`src/amttr_pkg.sv`:
```
/*
 * Package for the alert mask, low-bit readback and thermal timer bank:
 * register indices, field positions, reset values, timing and carriers.
 * Assumes a 125 MHz pclk and an APB master with 32-bit data.
 */
package amttr_pkg;

	////////////////////////////////////////////////////////////////////////
	// Register indices; byte address is four times the index
	localparam logic [7:0] IDX_MASK_CH = 8'h74;
	localparam logic [7:0] IDX_MASK_FLT = 8'h75;
	localparam logic [7:0] IDX_VOLT_LOW = 8'h76;
	localparam logic [7:0] IDX_TEMP_LOW = 8'h77;
	localparam logic [7:0] IDX_CFG3 = 8'h78;
	localparam logic [7:0] IDX_DURATION = 8'h79;
	localparam logic [7:0] IDX_LIMIT = 8'h7a;
	localparam logic [7:0] IDX_CTRL = 8'h80;
	localparam logic [7:0] IDX_EVENT = 8'h81;
	// Five high-byte registers follow: cpu, main, remote1, local, remote2
	localparam logic [7:0] IDX_HIGH_BASE = 8'h82;
	localparam int NUM_CHAN = 5;

	////////////////////////////////////////////////////////////////////////
	// Field positions
	localparam int M1_SUPPLY_CPU = 1;
	localparam int M1_SUPPLY_MAIN = 2;
	localparam int M1_REMOTE_ONE = 4;
	localparam int M1_LOCAL = 5;
	localparam int M1_REMOTE_TWO = 6;
	localparam int M1_STATUS_TWO = 7;
	localparam int M2_OVERTEMP = 1;
	localparam int M2_ROTOR_LSB = 2;
	localparam int M2_ROTOR_FOUR = 5;
	localparam int M2_DIODE_ONE = 6;
	localparam int M2_DIODE_TWO = 7;
	localparam int C3_ALERT_EN = 0;
	localparam int C3_THERMAL_PIN_EN = 1;
	localparam int C3_BOOST = 2;
	localparam int C3_FAST = 3;
	localparam int C3_STEADY_LSB = 4;
	localparam int CTRL_LOCK = 0;
	localparam int CTRL_PINFUNC_LSB = 1;
	localparam logic [7:0] MASK1_WRITABLE = 8'hf6;
	localparam logic [7:0] MASK2_WRITABLE = 8'hfc;
	localparam logic [1:0] PIN_FUNC_THERMAL = 2'h1;

	////////////////////////////////////////////////////////////////////////
	// Reset values
	localparam logic [7:0] MASK_RESET = 8'h00;
	localparam logic [7:0] CFG3_RESET = 8'h00;
	localparam logic [7:0] DURATION_RESET = 8'h00;
	localparam logic [7:0] LIMIT_RESET = 8'h00;

	////////////////////////////////////////////////////////////////////////
	// Timing
	localparam int CLK_PERIOD_NS = 8;
	localparam int STEP_TIME_NS = 22760000;
	localparam int FIRST_TIME_NS = 45520000;
	localparam int TACH_FAST_NS = 250000000;
	localparam int TACH_SLOW_NS = 1000000000;
	localparam int STEP_CYCLES = STEP_TIME_NS / CLK_PERIOD_NS;
	localparam int FIRST_STEPS = FIRST_TIME_NS / STEP_TIME_NS;
	localparam int TACH_FAST_CYCLES = TACH_FAST_NS / CLK_PERIOD_NS;
	localparam int TACH_SLOW_CYCLES = TACH_SLOW_NS / CLK_PERIOD_NS;
	localparam int STEP_W = 22;
	localparam int TACH_W = 27;

	////////////////////////////////////////////////////////////////////////
	// Carriers
	typedef struct packed {
		logic psel;
		logic penable;
		logic pwrite;
		logic [11:0] paddr;
		logic [31:0] pwdata;
	} amttr_apb_req_t;

	// Channel order: cpu, main, remote1, local, remote2
	typedef logic [NUM_CHAN-1:0][9:0] amttr_meas_t;

	typedef struct packed {
		logic supply_cpu;
		logic supply_main;
		logic remote_one;
		logic local_temp;
		logic remote_two;
		logic overtemp;
		logic [3:0] rotor;
		logic diode_one;
		logic diode_two;
	} amttr_fault_t;

	typedef struct packed {
		logic boost;
		logic fast;
		logic [3:0] steady_drive;
		logic tach_measure;
	} amttr_fan_ctl_t;

	typedef enum logic {TM_IDLE, TM_ASSERT} amttr_tmr_state_t;

	typedef struct packed {
		logic [7:0] mask_ch;
		logic [7:0] mask_flt;
		logic [7:0] cfg3;
		logic [7:0] limit;
		logic lock;
		logic [1:0] pin_func;
		logic [NUM_CHAN-1:0] pend;
		amttr_meas_t snap;
		amttr_tmr_state_t tstate;
		logic seen;
		logic [7:0] dur;
		logic [STEP_W-1:0] step_cnt;
		logic limit_flag;
		logic [TACH_W-1:0] tach_cnt;
		logic tach_pulse;
		logic [31:0] prdata;
		logic slverr;
		logic alert_n;
		logic boost;
	} amttr_state_t;

endpackage : amttr_pkg

```
`src/amttr_regs.sv`:
```
/*
 * Alert mask, low-bit readback and thermal timer register bank, APB slave.
 * Assumes measurements and fault levels arrive synchronous to pclk and
 * that the thermal pin input is already synchronised, active low.
 */
// Register access over APB is this design's own decision.
// Function
// - Channel mask bits keep voltage and temperature faults off the alert.
// - Top bit of first mask blocks every second-status fault.
// - Three fan mask bits suppress alert for fans one to three.
// - Fan-four mask bit masks timer event when pin is thermal input.
// - Two diode mask bits suppress open or short diode alerts.
// - Overtemperature mask bit gates alert, read-only to host.
// - Both mask registers reset to zero.
// - Voltage low-bits register shows cpu bits 3:2, main bits 5:4.
// - Temperature low-bits register shows remote1, local, remote2 pairs.
// - Reading low bits freezes them and high bytes until highs read.
// - Alert-enable bit turns the shared pin into the alert output.
// - Thermal-enable bit with pin function enables assertion timing.
// - Boost bit drives fans to maximum while thermal input asserted.
// - Four steady-drive bits select continuous tach measurement.
// - Lock bit makes third configuration register ignore writes.
// - Timer bit zero sets on assertion, clears on host read.
// - Upper timer bits zero until 45.52 ms, then 22.76 ms steps.
// - Past first threshold bit zero is LSB of 8-bit count.
// - Third configuration and timer status reset to zero.
// - Assertion time above limit sets timer flag; zero limit is immediate.
`timescale 1ns/1ps
module amttr_regs
	import amttr_pkg::*;
#(
	parameter int STEP_CYC = STEP_CYCLES,
	parameter int TACH_FAST_CYC = TACH_FAST_CYCLES,
	parameter int TACH_SLOW_CYC = TACH_SLOW_CYCLES
) (
	input wire logic pclk,
	input wire logic presetn,
	input wire logic pclk_en,
	input wire amttr_apb_req_t apb_req,
	output logic [31:0] prdata,
	output logic pready,
	output logic pslverr,
	input wire amttr_meas_t meas,
	input wire amttr_fault_t fault,
	input wire logic thermal_pin_n,
	output logic alert_mode,
	output logic alert_n,
	output amttr_fan_ctl_t fan_ctl,
	output amttr_meas_t high_frozen
);

	////////////////////////////////////////////////////////////////////////
	// Elaboration checks
	if (STEP_CYC < 1 || STEP_CYC >= 2 ** STEP_W) begin : g_bad_step
		$error("step cycle count out of range");
	end
	if (TACH_FAST_CYC < 1 || TACH_SLOW_CYC >= 2 ** TACH_W ||
		TACH_FAST_CYC > TACH_SLOW_CYC) begin : g_bad_tach
		$error("tach period out of range");
	end

	////////////////////////////////////////////////////////////////////////
	// Helpers
	function automatic logic hit(input logic [11:0] a, input logic [7:0] idx);
		return a == {2'b00, idx, 2'b00};
	endfunction : hit

	function automatic logic [7:0] duration_view(input amttr_state_t s);
		// Count shows only once past the first threshold
		if (s.dur >= 8'(FIRST_STEPS))
			return s.dur;
		return {7'h00, s.seen};
	endfunction : duration_view

	function automatic logic [8:0] read_word(input logic [11:0] a,
		input amttr_state_t s);
		logic [8:0] r;
		r = {1'b1, 8'h00};
		if (hit(a, IDX_MASK_CH))
			r = {1'b0, s.mask_ch};
		else if (hit(a, IDX_MASK_FLT))
			r = {1'b0, s.mask_flt};
		else if (hit(a, IDX_VOLT_LOW))
			r = {3'h0, s.snap[1][1:0], s.snap[0][1:0], 2'h0};
		else if (hit(a, IDX_TEMP_LOW))
			r = {1'b0, s.snap[4][1:0], s.snap[3][1:0], s.snap[2][1:0], 2'h0};
		else if (hit(a, IDX_CFG3))
			r = {1'b0, s.cfg3};
		else if (hit(a, IDX_DURATION))
			r = {1'b0, duration_view(s)};
		else if (hit(a, IDX_LIMIT))
			r = {1'b0, s.limit};
		else if (hit(a, IDX_CTRL))
			r = {6'h00, s.pin_func, s.lock};
		else if (hit(a, IDX_EVENT))
			r = {5'h00, s.tstate == TM_ASSERT, s.boost, ~s.alert_n,
				s.limit_flag};
		else
			for (int k = 0; k < NUM_CHAN; k++)
				if (hit(a, IDX_HIGH_BASE + 8'(k)))
					r = {1'b0, s.snap[k][9:2]};
		return r;
	endfunction : read_word

	////////////////////////////////////////////////////////////////////////
	// State
	amttr_state_t st_reg;
	amttr_state_t st_next;
	logic setup_rd;
	logic acc;
	logic wr;
	logic rd;
	logic thermal_pin_mode;
	logic thermal_pin_active;
	logic timer_event;
	logic status_one_alert;
	logic status_two_alert;
	logic rotor_four_src;
	logic [7:0] wbyte;
	logic [8:0] rword;
	logic [7:0] dur_view;

	assign acc = apb_req.psel && apb_req.penable && pclk_en;
	assign wr = acc && apb_req.pwrite;
	assign rd = acc && !apb_req.pwrite;
	assign setup_rd = apb_req.psel && !apb_req.penable && pclk_en;
	assign wbyte = apb_req.pwdata[7:0];
	assign rword = read_word(apb_req.paddr, st_reg);
	// Host view of the duration register, watched by the assertions
	assign dur_view = duration_view(st_reg);

	// timing only with enable and thermal pin function
	assign thermal_pin_mode = st_reg.cfg3[C3_THERMAL_PIN_EN] &&
		st_reg.pin_func == PIN_FUNC_THERMAL;
	assign thermal_pin_active = thermal_pin_mode && !thermal_pin_n;

	// zero limit flags at once, else when count exceeds limit
	assign timer_event = thermal_pin_active &&
		(st_reg.limit == LIMIT_RESET || st_reg.dur > st_reg.limit);

	// fan-four mask covers timer event in thermal mode
	assign rotor_four_src = thermal_pin_mode ? st_reg.limit_flag : fault.rotor[3];

	assign status_one_alert =
		(fault.supply_cpu && !st_reg.mask_ch[M1_SUPPLY_CPU]) ||
		(fault.supply_main && !st_reg.mask_ch[M1_SUPPLY_MAIN]) ||
		(fault.remote_one && !st_reg.mask_ch[M1_REMOTE_ONE]) ||
		(fault.local_temp && !st_reg.mask_ch[M1_LOCAL]) ||
		(fault.remote_two && !st_reg.mask_ch[M1_REMOTE_TWO]);

	assign status_two_alert = !st_reg.mask_ch[M1_STATUS_TWO] && (
		(fault.overtemp && !st_reg.mask_flt[M2_OVERTEMP]) ||
		|(fault.rotor[2:0] & ~st_reg.mask_flt[M2_ROTOR_LSB +: 3]) ||
		(rotor_four_src && !st_reg.mask_flt[M2_ROTOR_FOUR]) ||
		(fault.diode_one && !st_reg.mask_flt[M2_DIODE_ONE]) ||
		(fault.diode_two && !st_reg.mask_flt[M2_DIODE_TWO]));

	////////////////////////////////////////////////////////////////////////
	// Next state
	always_comb begin
		st_next = st_reg;
		if (pclk_en) begin
			// Read data from flops: captured in the setup cycle
			if (setup_rd) begin
				st_next.prdata = apb_req.pwrite ? 32'h0 : {24'h0, rword[7:0]};
				st_next.slverr = rword[8];
			end

			// Register writes
			if (wr) begin
				if (hit(apb_req.paddr, IDX_MASK_CH))
					st_next.mask_ch = wbyte & MASK1_WRITABLE;
				if (hit(apb_req.paddr, IDX_MASK_FLT))
					st_next.mask_flt = wbyte & MASK2_WRITABLE;
				if (hit(apb_req.paddr, IDX_CFG3) && !st_reg.lock)
					st_next.cfg3 = wbyte;
				if (hit(apb_req.paddr, IDX_LIMIT))
					st_next.limit = wbyte;
				if (hit(apb_req.paddr, IDX_CTRL)) begin
					// Lock is sticky until reset
					st_next.lock = st_reg.lock || wbyte[CTRL_LOCK];
					st_next.pin_func = wbyte[CTRL_PINFUNC_LSB +: 2];
				end
			end

			// freeze groups on low-bit read, release a group once all its high bytes are read
			if (rd) begin
				if (hit(apb_req.paddr, IDX_VOLT_LOW))
					st_next.pend[1:0] = 2'h3;
				if (hit(apb_req.paddr, IDX_TEMP_LOW))
					st_next.pend[4:2] = 3'h7;
				for (int k = 0; k < NUM_CHAN; k++)
					if (hit(apb_req.paddr, IDX_HIGH_BASE + 8'(k)))
						st_next.pend[k] = 1'b0;
			end
			for (int k = 0; k < NUM_CHAN; k++) begin
				if (k < 2 ? st_reg.pend[1:0] == 2'h0
					: st_reg.pend[4:2] == 3'h0)
					st_next.snap[k] = meas[k];
			end

			// bit zero cleared by read; count cleared when idle
			if (rd && hit(apb_req.paddr, IDX_DURATION)) begin
				st_next.seen = st_reg.seen && !st_reg.prdata[0];
				if (st_reg.tstate == TM_IDLE)
					st_next.dur = DURATION_RESET;
			end

			// Thermal timer
			case (st_reg.tstate)
				TM_IDLE: begin
					if (thermal_pin_active) begin
						st_next.tstate = TM_ASSERT;
						st_next.dur = DURATION_RESET;
						st_next.step_cnt = '0;
					end
				end
				TM_ASSERT: begin
					if (!thermal_pin_active) begin
						st_next.tstate = TM_IDLE;
					end else if (st_reg.step_cnt == STEP_W'(STEP_CYC - 1)) begin
						st_next.step_cnt = '0;
						// steps of 22.76 ms, saturating at eight bits
						if (st_reg.dur != 8'hff)
							st_next.dur = st_reg.dur + 8'h01;
					end else begin
						st_next.step_cnt = st_reg.step_cnt + STEP_W'(1);
					end
				end
				default: st_next.tstate = TM_IDLE;
			endcase
			// set on assertion wins over a clearing read
			if (thermal_pin_active)
				st_next.seen = 1'b1;

			// sticky flag, set wins over clear by event read
			if (rd && hit(apb_req.paddr, IDX_EVENT))
				st_next.limit_flag = st_reg.limit_flag && !st_reg.prdata[0];
			if (timer_event)
				st_next.limit_flag = 1'b1;

			// fail-safe boost while thermal input asserted
			st_next.boost = st_reg.cfg3[C3_BOOST] && thermal_pin_active;

			st_next.tach_pulse = 1'b0;
			if (st_reg.tach_cnt == '0) begin
				st_next.tach_pulse = 1'b1;
				st_next.tach_cnt = st_reg.cfg3[C3_FAST]
					? TACH_W'(TACH_FAST_CYC - 1) : TACH_W'(TACH_SLOW_CYC - 1);
			end else begin
				st_next.tach_cnt = st_reg.tach_cnt - TACH_W'(1);
			end

			// active-low alert only in alert mode
			st_next.alert_n = !(st_reg.cfg3[C3_ALERT_EN] &&
				(status_one_alert || status_two_alert));
		end
	end

	always_ff @(posedge pclk or negedge presetn) begin
		if (!presetn) begin
			// zero masks, configuration and timer status
			st_reg <= '{mask_ch: MASK_RESET, mask_flt: MASK_RESET,
				cfg3: CFG3_RESET, limit: LIMIT_RESET, dur: DURATION_RESET,
				tstate: TM_IDLE, alert_n: 1'b1, default: '0};
		end else begin
			st_reg <= st_next;
		end
	end

	////////////////////////////////////////////////////////////////////////
	// Outputs
	assign pready = acc;
	assign prdata = st_reg.prdata;
	assign pslverr = acc && st_reg.slverr;
	assign alert_mode = st_reg.cfg3[C3_ALERT_EN];
	assign alert_n = st_reg.alert_n;
	assign fan_ctl.boost = st_reg.boost;
	assign fan_ctl.fast = st_reg.cfg3[C3_FAST];
	assign fan_ctl.steady_drive = st_reg.cfg3[C3_STEADY_LSB +: 4];
	assign fan_ctl.tach_measure = st_reg.tach_pulse;
	// Frozen high bytes feed the external reading registers
	assign high_frozen = st_reg.snap;
endmodule : amttr_regs

```
`config.mk`:
```
export PLATFORM = sky130hd
export DESIGN_NAME = amttr_regs
export DESIGN_NICKNAME = d
export VERILOG_FILES = /design/src/amttr_pkg.sv /design/src/amttr_regs.sv
export SDC_FILE = /design/constraint.sdc
export NUM_CORES = 1
export LEC_CHECK = 0
export CORE_MARGIN = 2
export CORE_UTILIZATION = 32
export CTS_CLUSTER_SIZE = 14
export DETAILED_ROUTE_END_ITERATION = 7
export DONT_BUFFER_PORTS = 1
export HOLD_SLACK_MARGIN = 0.12
export PLACE_DENSITY = 0.56
export REMOVE_ABC_BUFFERS = 1
export SYNTH_ARGS = -nofsm -noshare
export SYNTH_HDL_FRONTEND = slang
export SYNTH_SLANG_ARGS = --single-unit
export TNS_END_PERCENT = 1
```
`constraint.sdc`:
```
create_clock -name pclk -period 4.25 [get_ports pclk]
set_clock_uncertainty 0.15 [all_clocks]
set_input_delay 0.85 -clock pclk [delete_from_list [all_inputs] [get_ports pclk]]
set_output_delay 0.85 -clock pclk [all_outputs]
set_load 0.05 [all_outputs]
```
Yosys cells after proc, flatten, opt, wreduce, memory -nomap -nowiden
Index checks and enable logic that the tools add are counted.
{ "op_classes": {"n_addsub": 3, "n_mul": 0, "div_mod_pow": 0, "magnitude_cmp": 2, "eq_ne": 19, "shift": 0, "muxes": 47, "n_bitwise": 4, "n_reduce_logical": 80} }
{ "ops": {"columns": ["operator", "n"], "rows": [
  ["$mux 9", 15],
  ["$eq 12x10->1 const B", 7],
  ["$eq 12x9->1 const B", 7],
  ["$mux 30", 2],
  ["$pmux 30 s2", 1],
  ["$mux 27", 2],
  ["$mux 8", 6],
  ["$reduce_and 3->1", 11],
  ["$logic_not 27->1", 1],
  ["$sub 27x1->27 const B", 1],
  ["$logic_and 1x1->1", 26],
  ["$add 22x1->22 const B", 1],
  ["$eq 22x22->1 const B", 1],
  ["$mux 22", 1],
  ["$mux 1", 18],
  ["$logic_not 1->1", 15],
  ["$reduce_bool 2->1", 7],
  ["$logic_or 1x1->1", 11],
  ["$reduce_and 2->1", 5],
  ["$add 8x1->8 const B", 1],
  ["$ge 8x2->1 const B", 1],
  ["$gt 8x8->1", 1],
  ["$logic_not 8->1", 1],
  ["$ne 8x8->1 const B", 1],
  ["11 further kinds", 12]
]} }
{ "totals": {"regBits": 182, "latch_bits": 0, "ramBits": 0, "mem_bits_ro": 0, "in_bits": 113, "output_inout_bits": 93, "word_cells": 182, "memories": 0} }

Logic depth before layout (Yosys ltp)
{ "depth": {"depth_word": 16, "depth_mapped": 9, "ltp_nobuf": 8} }

Least setup slack after synthesis
Ideal clock, no wire load.
{ "synth_path": {"kind": "in2out", "startpoint": "in pclk_en", "endpoint": "out pslverr", "arrival_ns": 2.312, "required_time_ns": 3.250, "path_slack_ns": 0.938, "path_stages": 4, "path_buffers": 2, "path_cell_list": "clkbuf_1 and3_1 clkbuf_1 and2_1"} }
{ "synth_between": {"elab_chain_len": 2} }
{ "synth_rtl": {"columns": ["element", "line_no", "rtl"], "rows": [
  ["start: declaration", "amttr_regs.sv:38", "input wire logic pclk_en,"],
  ["$logic_and 1x1->1", "amttr_regs.sv:123", "assign acc = apb_req.psel && apb_req.penable && pclk_en;"],
  ["net pready", "amttr_regs.sv:41", "output logic pready,"],
  ["$logic_and 1x1->1", "amttr_regs.sv:275", "assign pslverr = acc && st_reg.slverr;"],
  ["end: declaration", "amttr_regs.sv:42", "output logic pslverr,"]
]} }
The timed path passes the listed nets, and every way through them passes these cells.

Worst setup path in the final report
{ "layout_path": {"startpoint": "reg st_reg[49] in the netlist's numbering", "endpoint": "reg st_reg[41] in the netlist's numbering"} }
{ "layout_between": {"elab_chain_len": 2} }
{ "layout_rtl": {"columns": ["element", "line_no", "rtl"], "rows": [
  ["start: declaration", "amttr_regs.sv:107", "amttr_state_t st_reg;"],
  ["start signal: assignment", "amttr_regs.sv:263", "st_reg <= '{mask_ch: MASK_RESET, mask_flt: MASK_RESET,"],
  ["start signal: assignment", "amttr_regs.sv:267", "st_reg <= st_next;"],
  ["$logic_not 27->1", "amttr_regs.sv:246", "if (st_reg.tach_cnt == '0) begin"],
  ["$mux 27", "amttr_regs.sv:246", null]
]} }
Every way passes these cells.
A chain may end at the register's enable or synchronous reset.

==> summary.txt <==
Routing
  • Initial DRT Pass Iterations: 5
  • Vias: 7,081
  • Wire per inst: 20.2 um
  • DRC violations left: 0
  • WL final: 26,300 um
  • Detailed Route Iter0 Violations: 658
  • Antenna-violating nets left: 0
  • Vias per inst: 5.44

Worst setup path
  • Delay-heaviest family, CP: simple AND/OR/NAND/NOR gates
  • CP Cell Sequence: or3_1 -> or4_4 -> nor4_4 -> and2_1 -> a31oi_1 -> o22a_1
  • CP max-delay cell: or4_4
  • Worst-path fanout max: 10
  • Critical path endpoint category: flip-flop
  • Req. time, crit path: 4.43 ns
  • Crit path kind: flip-flop to flip-flop
  • Critical Path AT: 3.10 ns
  • Startpoint class of the critical path: flip-flop
  • Worst path max stage delay: 0.61 ns
  • Worst path bufs/invs: 0

Placed design
  • HPWL after DPL: 19,200 um
  • Placed Instances: 1,269
  • RePlAce Congestion: 0.948
  • Setup WS pre-CTS: 1.02 ns
  • PortBufs: 0

GRT
  • Largest net degree at the start of global routing: 159
  • First-pass GRT wire length: 41,200 um
  • GRT Total Usage: 0.175
  • GR Util met1: 0.221
  • Antenna violations before repair: 1
  • Vias in the first global route: 6,982
  • GRT met3 Usage: 0.0525
  • Grt met2 use: 0.285
  • Total congestion overflow: 0
  • GRT Max-Usage Layer: met2

Status
  • Outcome: complete, but fails checks
  • Failing checks: hold timing

Floorplanning
  • Core Area: 0.0286 mm2
  • Starting Density: 0.324
  • Die W: 174 um
  • Die Area: 0.0303 mm2
  • Io pins: 206
  • Die Span Y: 174 um
  • Cell row count: 62

STA
  • Final slew viol count: 0
  • Least-Margin Pin Slew: 1.00 ns
  • Final Cycle Share: 0.689
  • Hold Vio Cnt, Final: 108
  • Setup violators final: 0
  • Final period demand of the worst path: 2.93 ns
  • Max frequency: 342 MHz
  • Final hold slack: -0.0366 ns
  • Slew headroom: 0.331
  • Final WS setup: 1.32 ns
  • RSZ-0062 raised after global routing: false

Power
  • Power per cell area: 383 mW/mm2
  • Leak: 4.07 nW
  • Overall Power: 3.72 mW
  • Max VDD drop: 0.411 mV

Finish
  • Area Growth Syn to Fin: 4.93%
  • Core Util, Final: 0.340
  • Layout cells sized above 1: 0.150
  • Max FFs per register: 91
  • Post-layout nets: 1,029
  • Final Instance Count excl. Fillers: 1,301
  • Number of inserted diodes: 0

CTS
  • TritonCTS clock tree: built
  • CTS H-tree lvls: 4
  • Post-CTS Resized: 0
  • Worst-skew pair later-pin latency: 0.44 ns
  • CTS Root Cell: clkbuf_16
  • Worst-case clock buffer depth: 2
  • Inserted Clock Buffers: 17
  • Setup Buffers After CTS: 0
  • Reg clk slew, reported paths: 0.07 ns
  • # clock sinks: 158

Synth
  • Area fraction in compound gates after synthesis: 0.172
  • Synth Cell Area: 0.00926 mm2
  • Synth warn: 0
  • Number of distinct library cells after synthesis: 79
  • Top cell type's share of synthesized area: 0.424
  • EDFF count, synth: 0
  • Syn Inst Count: 979
  • Simple-gate share of the synthesized area: 0.174
  • Synthesized area per cell: 9.46 um2
  • Synth top area cells: dfrtp_1, mux2_2, buf_4
  • Synth Area in Adders: 0.0162
  • Sequential fraction of the synthesis area: 0.427
  • FFs w/ async S/R, synth: 1.00
  • Yosys top cell by area: dfrtp_1
  • Primary FF master, synth: dfrtp_1
  • Seq cells post-synth: 158
  • Post-synthesis xor/xnor area fraction: 0.00946
  • Proportion of synthesized area in mux cells: 0.0993
  • Combinational family with the most area after synthesis: simple AND/OR/NAND/NOR gates

Min path
  • Type of the tightest min-delay check: input port to async pin

Job
  • MaxCap Viol Count: 0
==> layout by cell type (no fill, tap or decap), types with 10 or more instances in the layout <==
cell	instances
ha_1	12
a31oi_1	14
a21o_1	10
nand2_1	93
mux2i_1	12
nand3_1	27
mux2_2	71
dfrtp_1	157
buf_4	13
nor2b_1	10
conb_1	24
nand4_1	10
a21oi_1	45
nor4_1	13
clkbuf_16	17
nor3_1	27
inv_1	27
a22oi_1	10
o21ai_0	82
nor2_1	60
==> power by group <==
part / leakage (nW) / internal [mW] / switching (mW)
clock: 0.292 / 0.963 / 0.642
sequential: 1.97 / 1.58 / 0.267
combinational: 1.80 / 0.111 / 0.154
==> logic make-up after synthesis <==
family / Yosys count
AND/OR/NAND/NOR: 311
AO/OA/AOI/OAI: 247
flip-flops: 158
buffers and inverters: 157
multiplexers: 83
adder cells (fa/ha/maj): 12
XOR/XNOR: 10
other: 1
==> routing by layer <==
metal,share of wire,wire [um]
met1,0.43,11200
met2,0.47,12500
met3,0.069,1810
met4,0.028,736
met5,0.00049,13
==> Yosys cell counts (4+ instances only) <==
| cell | n |
|---|---|
| o21a_1 | 5 |
| nor4b_1 | 7 |
| a31oi_1 | 14 |
| nor2_1 | 60 |
| o22a_1 | 4 |
| clkbuf_1 | 36 |
| nor4_1 | 14 |
| dfrtp_1 | 157 |
| a22o_1 | 4 |
| and2_1 | 8 |
| o31ai_1 | 9 |
| o2bb2ai_1 | 4 |
| inv_1 | 27 |
| ha_1 | 12 |
| buf_4 | 89 |
| nand2_1 | 93 |
| or3_1 | 8 |
| a21o_1 | 10 |
| and3_1 | 7 |
| a221oi_1 | 4 |
| mux2_2 | 71 |
| a32o_1 | 4 |
| o41ai_1 | 5 |
| a21oi_1 | 45 |
| nand3_1 | 27 |
| o21ai_0 | 82 |
| o22ai_1 | 7 |
| xnor2_1 | 4 |
| nor3_1 | 28 |
| nand4_1 | 10 |
| nor2b_1 | 10 |
| mux2i_1 | 12 |
| xor2_1 | 6 |
| nand2b_1 | 9 |
| a22oi_1 | 10 |
==> worst paths after layout <==
check	depth (start not counted)	to	startpoint	slack, ns
setup / recovery	6	st_reg[41]$_DFFE_PN0P_	st_reg[49]$_DFFE_PN0P_	1.32
hold / removal	0	high_frozen[1]$_DFFE_PN0P_	presetn	-0.04
setup reg to reg	6	st_reg[41]$_DFFE_PN0P_	st_reg[49]$_DFFE_PN0P_	1.32
hold reg to reg	1	st_reg[50]$_DFFE_PN0P_	st_reg[50]$_DFFE_PN0P_	0.32
max in group asynchronous	0	st_reg[148]$_DFFE_PN0P_	presetn	3.76
min in group pclk	1	st_reg[50]$_DFFE_PN0P_	st_reg[50]$_DFFE_PN0P_	0.32
==> stage by stage <==
step	cell area [um2]	TNS (ns)
2_1_floorplan	8510	-16.71
3_3_place_gp	9100	0
3_5_place_dp	9100	0
4_1_cts	9720	0
5_1_grt	9720	0
6_report	9720	0
==> cell type report <==
class | instances | area [um2]
well taps | 384 | 480
flip-flops and latches | 158 | 3960
inverters | 27 | 101
repair buffers | 13 | 97.6
fillers | 2991 | 18900
clock inverters | 7 | 100
clock buffers | 25 | 515
multi-input cells | 687 | 4470
Power figures use the tool's default switching activity.
